File: config.mk
export PLATFORM = sky130hd
export DESIGN_NAME = dbl_host
export DESIGN_NICKNAME = d
export VERILOG_FILES = /design/src/dbl_pkg.sv /design/src/dbl_tmr_if.sv /design/src/dbl_timer.sv /design/src/dbl_host.sv
export VERILOG_INCLUDE_DIRS = /design/src
export SDC_FILE = /design/constraint.sdc
export NUM_CORES = 1
export LEC_CHECK = 0
export BUFFER_PORTS_ARGS = -buffer_cell sky130_fd_sc_hd__buf_2
export CORE_MARGIN = 2
export CORE_UTILIZATION = 30
export DETAILED_ROUTE_END_ITERATION = 7
export GPL_TIMING_DRIVEN = 0
export PLACE_DENSITY = 0.48
export SETUP_SLACK_MARGIN = 0.5
export SLEW_MARGIN = 30
export SYNTH_ARGS = -nofsm -noshare
export SYNTH_HDL_FRONTEND = slang
export SYNTH_HIERARCHICAL = 1
export SYNTH_SLANG_ARGS = --single-unit
export TNS_END_PERCENT = 5
File: constraint.sdc
create_clock -name sys_clk -period 2.5 [get_ports sys_clk]
set_clock_uncertainty 0.2 [all_clocks]
set_input_delay 0.5 -clock sys_clk [delete_from_list [all_inputs] [get_ports sys_clk]]
set_output_delay 0.5 -clock sys_clk [all_outputs]
set_load 0.01 [all_outputs]
File: src/dbl_consts.svh
`ifndef DBL_CONSTS_SVH
`define DBL_CONSTS_SVH

// System clock rate.
`define DBL_CLK_MHZ 250

// Bus timing figures of the converter input latches, in ns.
`define DBL_T_SETUP_NS 60
`define DBL_T_HOLD_NS 20
`define DBL_T_WR_NS 60
`define DBL_T_OUTPUT_REGISTER_LOAD_N_NS 70

// Least times round up to whole clock cycles.
`define DBL_CYC_MIN(ns) ((((ns) * `DBL_CLK_MHZ) + 999) / 1000)
`define DBL_SETUP_CYC `DBL_CYC_MIN(`DBL_T_SETUP_NS)
`define DBL_HOLD_CYC `DBL_CYC_MIN(`DBL_T_HOLD_NS)
`define DBL_WR_CYC `DBL_CYC_MIN(`DBL_T_WR_NS)
`define DBL_OUTPUT_REGISTER_LOAD_N_CYC `DBL_CYC_MIN(`DBL_T_OUTPUT_REGISTER_LOAD_N_NS)

// Code widths and idle levels.
`define DBL_DATA_W 16
`define DBL_BYTE_W 8
`define DBL_TMR_W 8
`define DBL_STROBE_IDLE 1'b1

`endif

File: src/dbl_pkg.sv
package dbl_pkg;

    typedef enum logic [2:0] {
        DBL_IDLE = 3'h0,
        DBL_SETUP = 3'h1,
        DBL_PULSE = 3'h3,
        DBL_HOLD = 3'h2
    } dbl_state_type;

    typedef enum logic [1:0] {
        DBL_STEP_HI = 2'h0,
        DBL_STEP_LO = 2'h1,
        DBL_STEP_LD = 2'h2,
        DBL_STEP_W16 = 2'h3
    } dbl_step_type;

endpackage

File: src/dbl_tmr_if.sv
`timescale 1ns/1ps
interface dbl_tmr_if #(
    parameter int W = 8
);
    logic load;
    logic [W-1:0] val;
    logic expired;

    modport ctrl (
        output load,
        output val,
        input expired
    );

    modport tmr (
        input load,
        input val,
        output expired
    );
endinterface

File: src/dbl_timer.sv
`timescale 1ns/1ps
module dbl_timer #(
    parameter int W = 8
) (
    // Clock and reset
    input wire logic sys_clk,
    input wire logic rst_n,
    // Control
    dbl_tmr_if.tmr t
);

    logic [W-1:0] cnt_r;

    // A load of N makes expired rise N cycles after the load cycle.
    always_ff @(posedge sys_clk or negedge rst_n) begin
        if (!rst_n) begin
            cnt_r <= '0;
        end else if (t.load) begin
            cnt_r <= t.val - W'(1);
        end else if (cnt_r != '0) begin
            cnt_r <= cnt_r - W'(1);
        end
    end

    assign t.expired = (cnt_r == '0);

endmodule

File: src/dbl_host.sv
`timescale 1ns/1ps
`include "dbl_consts.svh"

module dbl_host
    import dbl_pkg::*;
#(
    parameter int TW = `DBL_TMR_W,
    parameter bit UPPER_FIRST = 1'b1
) (
    // Clock and reset
    input wire logic sys_clk,
    input wire logic arst_n,
    // User command port
    input wire logic wr_req,
    input wire logic [`DBL_DATA_W-1:0] wr_data,
    input wire logic bcast_req,
    input wire logic bus_mode_16,
    input wire logic sync_load,
    output logic busy,
    output logic done,
    // Converter pins
    output logic dac_cs_n,
    output logic upper_byte_enable_n,
    output logic lower_byte_enable_n,
    output logic output_register_load_n,
    output logic [`DBL_DATA_W-1:0] dac_data
);

    localparam logic [TW-1:0] SETUP_CYC = TW'(`DBL_SETUP_CYC);
    localparam logic [TW-1:0] HOLD_CYC = TW'(`DBL_HOLD_CYC);
    localparam logic [TW-1:0] WR_CYC = TW'(`DBL_WR_CYC);
    localparam logic [TW-1:0] OUTPUT_REGISTER_LOAD_N_CYC = TW'(`DBL_OUTPUT_REGISTER_LOAD_N_CYC);
    localparam dbl_step_type FIRST_STEP = UPPER_FIRST ? DBL_STEP_HI : DBL_STEP_LO;
    localparam dbl_step_type SECOND_STEP = UPPER_FIRST ? DBL_STEP_LO : DBL_STEP_HI;

    // Active-high strobe set {upper, lower, load} for one write step.
    function automatic logic [2:0] dbl_strobes(input dbl_step_type s,
                                               input logic sync);
        logic [2:0] r;
        r = 3'h0;
        unique case (s)
            DBL_STEP_HI: r = {1'b1, 1'b0, sync && (s == SECOND_STEP)};
            DBL_STEP_LO: r = {1'b0, 1'b1, sync && (s == SECOND_STEP)};
            DBL_STEP_LD: r = 3'h1;
            DBL_STEP_W16: r = 3'h6;
        endcase
        return r;
    endfunction

    logic rst_meta_r;
    logic rst_n_r;
    dbl_state_type state_r, state_nxt;
    dbl_step_type step_r, step_nxt;
    logic [`DBL_DATA_W-1:0] wdata_r, wdata_nxt;
    logic sync_r, sync_nxt;
    logic mode16_r, mode16_nxt;
    logic busy_r, done_r, done_nxt;
    logic cs_n_r, ube_n_r, lbe_n_r, output_register_load_n_n_r;
    logic [`DBL_DATA_W-1:0] data_r;
    logic tmr_load;
    logic [TW-1:0] tmr_val;

    dbl_tmr_if #(.W(TW)) tmr ();

    dbl_timer #(.W(TW)) u_timer (
        .sys_clk(sys_clk),
        .rst_n(rst_n_r),
        .t(tmr)
    );

    assign tmr.load = tmr_load;
    assign tmr.val = tmr_val;

    always_ff @(posedge sys_clk or negedge arst_n) begin
        if (!arst_n) begin
            rst_meta_r <= 1'b0;
            rst_n_r <= 1'b0;
        end else begin
            rst_meta_r <= 1'b1;
            rst_n_r <= rst_meta_r;
        end
    end

    wire start_wr = (state_r == DBL_IDLE) && wr_req;
    wire start_bc = (state_r == DBL_IDLE) && !wr_req && bcast_req && !bus_mode_16;
    // two byte writes, optional third load write
    wire last_step = (step_r == DBL_STEP_W16) || (step_r == DBL_STEP_LD) ||
                     ((step_r == SECOND_STEP) && sync_r);
    wire dbl_step_type after_step = (step_r == FIRST_STEP) ? SECOND_STEP
                                                           : DBL_STEP_LD;
    wire long_pulse = (step_r == DBL_STEP_LD) ||
                      ((step_r == SECOND_STEP) && sync_r);
    wire [TW-1:0] pulse_cyc = long_pulse ? OUTPUT_REGISTER_LOAD_N_CYC : WR_CYC;
    wire [`DBL_BYTE_W-1:0] hi_byte = wdata_r[`DBL_DATA_W-1:`DBL_BYTE_W];
    wire [`DBL_BYTE_W-1:0] lo_byte = wdata_r[`DBL_BYTE_W-1:0];

    always_comb begin
        state_nxt = state_r;
        step_nxt = step_r;
        wdata_nxt = wdata_r;
        sync_nxt = sync_r;
        mode16_nxt = mode16_r;
        done_nxt = 1'b0;
        tmr_load = 1'b0;
        tmr_val = SETUP_CYC;
        unique case (state_r)
            DBL_IDLE: begin
                mode16_nxt = bus_mode_16;
                if (start_wr || start_bc) begin
                    wdata_nxt = wr_data;
                    sync_nxt = sync_load;
                    step_nxt = start_bc ? DBL_STEP_LD
                             : (bus_mode_16 ? DBL_STEP_W16 : FIRST_STEP);
                    state_nxt = DBL_SETUP;
                    tmr_load = 1'b1;
                end
            end
            DBL_SETUP: begin
                if (tmr.expired) begin
                    state_nxt = DBL_PULSE;
                    tmr_load = 1'b1;
                    tmr_val = pulse_cyc;
                end
            end
            DBL_PULSE: begin
                if (tmr.expired) begin
                    state_nxt = DBL_HOLD;
                    tmr_load = 1'b1;
                    tmr_val = HOLD_CYC;
                end
            end
            DBL_HOLD: begin
                if (tmr.expired) begin
                    if (last_step) begin
                        state_nxt = DBL_IDLE;
                        done_nxt = 1'b1;
                    end else begin
                        step_nxt = after_step;
                        state_nxt = DBL_SETUP;
                        tmr_load = 1'b1;
                    end
                end
            end
            // Unused state codes fall back to idle; chip select and byte enables are released, load stays low on a sixteen-bit bus.
            default: begin
                state_nxt = DBL_IDLE;
            end
        endcase
    end

    // address on chip select, write strobe on enables
    wire cs_n_nxt = (state_nxt == DBL_IDLE);
    wire [2:0] strb_nxt = (state_nxt == DBL_PULSE) ?
                          dbl_strobes(step_nxt, sync_nxt) : 3'h0;
    // load held low on a sixteen-bit bus
    wire output_register_load_n_n_nxt = !(mode16_nxt || strb_nxt[0]);
    // code passed as offset binary; byte steps put the selected byte on both halves
    wire [`DBL_DATA_W-1:0] data_nxt =
        (step_nxt == DBL_STEP_HI) ? {hi_byte, hi_byte} :
        (step_nxt == DBL_STEP_LO) ? {lo_byte, lo_byte} : wdata_nxt;

    always_ff @(posedge sys_clk or negedge rst_n_r) begin
        if (!rst_n_r) begin
            state_r <= DBL_IDLE;
            step_r <= DBL_STEP_HI;
            wdata_r <= 16'h0000;
            sync_r <= 1'b0;
            mode16_r <= 1'b0;
            busy_r <= 1'b0;
            done_r <= 1'b0;
        end else begin
            state_r <= state_nxt;
            step_r <= step_nxt;
            wdata_r <= wdata_nxt;
            sync_r <= sync_nxt;
            mode16_r <= mode16_nxt;
            busy_r <= (state_nxt != DBL_IDLE);
            done_r <= done_nxt;
        end
    end

    always_ff @(posedge sys_clk or negedge rst_n_r) begin
        if (!rst_n_r) begin
            cs_n_r <= `DBL_STROBE_IDLE;
            ube_n_r <= `DBL_STROBE_IDLE;
            lbe_n_r <= `DBL_STROBE_IDLE;
            output_register_load_n_n_r <= `DBL_STROBE_IDLE;
            data_r <= 16'h0000;
        end else begin
            // byte enables come from the pulse state alone, not gated by chip select
            cs_n_r <= cs_n_nxt;
            ube_n_r <= !strb_nxt[2];
            lbe_n_r <= !strb_nxt[1];
            output_register_load_n_n_r <= output_register_load_n_n_nxt;
            data_r <= data_nxt;
        end
    end

    assign busy = busy_r;
    assign done = done_r;
    assign dac_cs_n = cs_n_r;
    assign upper_byte_enable_n = ube_n_r;
    assign lower_byte_enable_n = lbe_n_r;
    assign output_register_load_n = output_register_load_n_n_r;
    assign dac_data = data_r;

endmodule

==> impl_results.md <==
- Arr. time, crit path: 2.90 ns
- Reg2Reg Setup Slack: -0.37 ns
- Io pins: 44
- Post-Synth Simple-Gate Area: 0.157
- Worst Path Buf+Inv: 6
- Fillers: 844
- Critical path class: register to register
- GR Overflow Total: 0
- Total GRT Usage: 0.130
- CP max FO: 6
- Layout cells sized above 1: 0.517
- Core Area: 0.00872 mm^2
- Fin. max-slew vios: 0
- Post-synth EDFFs: 0
- Synth Area in Adders: 0.0232
- Drt pass-1 iters: 4
- HP Class: register to async pin
- Rows: 34
- TritonCTS buffer count: 5
- Synth cell count leaders: dfrtp_1 (51), nand2_1 (17), nor2_1 (17)
- Antenna Diode Count: 0
- Die ar.: 0.00977 mm^2
- Clk_lat worst skew: 0.31 ns
- Detailed Route WL: 6230 um
- Vias in the first global route: 2,030
- Via count: 2,055
- Worst-path clk slew: 0.11 ns
- Clock tree buffer depth: 2
- Worst path cell trace: or4_4 -> buf_8 -> nor2_8 -> buf_6 -> buf_4 -> a21oi_2 -> o21a_2 -> buf_4 -> buf_4 -> inv_2 -> ha_2 -> nor2_1 -> or3_1
- Leak: 1.75 nW
- Failing checks: negative setup slack
- Yosys top cell by area: dfrtp_1
- Outcome: finished, violations left
- Post-DP HPWL: 4130 um
- F_max: 0.349 GHz
- Worst Path Required: 2.54 ns
- Die extent in y: 98.8 um
- Design Power: 3.37 mW
- Max stage delay cell, worst path: or4_4
- Xor and xnor area share after synthesis: 0.0227
- Synth Area in Compound Gates: 0.138
- Critical path launch point type: register
- Nets: 357
- Primary FF master, synth: dfrtp_1
- H-tree levels: 2
- Final setup violation count: 26
- Antenna violations before repair: 0
- Max-Cap Viols: 0
- RSZ-0062 raised after global routing: yes
- Placed Cells: 402
- Count of cell types in the netlist: 52
- Post-synthesis cell area: 0.00270 mm^2
- Largest family of logic cells by synthesized area: simple AND/OR/NAND/NOR gates
- Via density: 4.68
- Highest routed layer: met4
- Final GP Congestion: 0.724
- IO buf count: 43
- Yosys Warn Count: 6
- Top-count cell post-synth: dfrtp_1
- Fraction of registers with async set/reset: 1.00
- Register area share after synthesis: 0.512
- Layout area overhead: 40.3%
- DRC viols: 0
- Hold Worst Slack: 0.123 ns
- CP most frequent cell: buf_4
- CTS tree: yes
- Starting Density: 0.309
- Period utilization: 1.15
- P per Cell Area: 890 mW/mm^2
- Maximum VDD drop: 0.489 mV
- First-pass GRT wire length: 10,100 um
- #FFs+latches synth: 55
- Yosys top cell area share: 0.473
- Routed len/inst: 14.2 um
- Endpoints failing hold: 0
- Mux contribution to synthesized area: 0.0983
- Min cycle time layout: 2.87 ns
- WL met1: 2930 um
- Cell Count, Final, Fillers Out: 439
- Final ANT Viol Nets: 0
- Drt initial violations: 64
- Syn Inst Count: 243
- Cells taking the most area after synthesis: dfrtp_1 (47%), mux2_4 (5.0%), dfstp_2 (3.9%)
- Largest net degree at the start of global routing: 43
- Largest stage delay on the critical path: 0.54 ns
- Root Buffer: clkbuf_8
- DR WL met3: 198 um
- Utilization after layout: 0.434
- Setup crit end kind: register
- CTS sink cnt: 55
- Routed met2 length: 3030 um
- Syn Area/Cell: 11.1 um^2
- Top Family by Delay on Critical Path: simple AND/OR/NAND/NOR gates
- Final WS setup: -0.365 ns
- Die width: 98.8 um
==> what timing repair did <==
item,in CTS,in global routing
hold buffers,2,0
setup endpoints to repair,33,33
pin swaps,15,20
buffers inserted,16,9
gates cloned,1,1
hold endpoints to repair,10,0
resized for setup,46,34
==> cell type report <==
| cell class | instances | area, um^2 | area share |
|---|---|---|---|
| clock buffers | 6 | 82.6 | 0.0218 |
| repair buffers | 73 | 479 | 0.127 |
| clock inverters | 2 | 16.3 | 0.00430 |
| flip-flops and latches | 55 | 1390 | 0.366 |
| multi-input cells | 171 | 1450 | 0.384 |
| plain buffers | 11 | 181 | 0.0479 |
| well taps | 108 | 135 | 0.0357 |
| inverters | 13 | 53.8 | 0.0142 |
==> state kept, by name, summed over array words and instances, names as in the netlist, 2 cells and up <==
register / cells
dac_data: 16
state_r: 3
step_r: 2
u_timer/cnt_r: 8
wdata_r: 16
==> layout by cell type, fill, tap and decap left out, drive strengths merged, types with 2 or more instances in the layout <==
master and count:
a21o 10, a21oi 7, buf 78, clkbuf 10
conb 9, dfrtp 51, dfstp 4, dlygate4sd3 2
ha 5, inv 13, mux2 17, mux2i 4
nand2 17, nand2b 2, nand3 3, nand4 2
nor2 27, nor2b 4, nor3 5, nor3b 4
nor4 3, o21a 4, o21ai 23, o31ai 2
or4 2, xnor2 4, xor2 3
==> cell families after synthesis <==
group                      after synthesis
AOI/OAI and AO/OA                       56
xor gates and xnor gates                 7
adders and majority gates                5
buffers and inverters                   24
DFF                                     55
muxes                                   21
other                                    2
and+or+nand+nor                         73
==> report_power, final <==
part           internal (mW)  switching, mW  total (mW)
sequential              1.17          0.178        1.35
combinational          0.787          0.696        1.48
clock                  0.227          0.308       0.535
total                   2.19           1.18        3.37
==> routing by layer <==
| metal | global-route usage | vias up |
|---|---|---|
| met5 | 0 | - |
| li1 | - | 998 |
| met3 | 0.0270 | 4 |
| met2 | 0.210 | 30 |
| met4 | 0.0316 | 0 |
| met1 | 0.180 | 1023 |
==> final timing paths <==
kind / start / end / cells past startpoint
max in group asynchronous: rst_n_r$_DFF_PN0_ / mode16_r$_DFF_PN0_ / 1
hold / removal: rst_n_r$_DFF_PN0_ / upper_byte_enable_n$_DFF_PN1_ / 0
hold reg to reg: rst_n_r$_DFF_PN0_ / upper_byte_enable_n$_DFF_PN1_ / 0
min in group sys_clk: rst_meta_r$_DFF_PN0_ / rst_n_r$_DFF_PN0_ / 0
setup / recovery: u_timer/cnt_r[3]$_DFFE_PN0P_ / lower_byte_enable_n$_DFF_PN1_ / 13
setup reg to reg: u_timer/cnt_r[3]$_DFFE_PN0P_ / lower_byte_enable_n$_DFF_PN1_ / 13
==> metrics by stage <==
step / TNS, ns / cell area [um^2] / worst slack [ns]
6_report: -5.85 / 3790 / -0.365
2_1_floorplan: -5.17 / 2750 / -0.304
5_1_grt: -8.62 / 3790 / -0.472
3_5_place_dp: -16.33 / 3130 / -0.807
4_1_cts: -8.84 / 3550 / -0.462
3_3_place_gp: -20.31 / 3100 / -0.788
(Power assumes the default switching activity.)
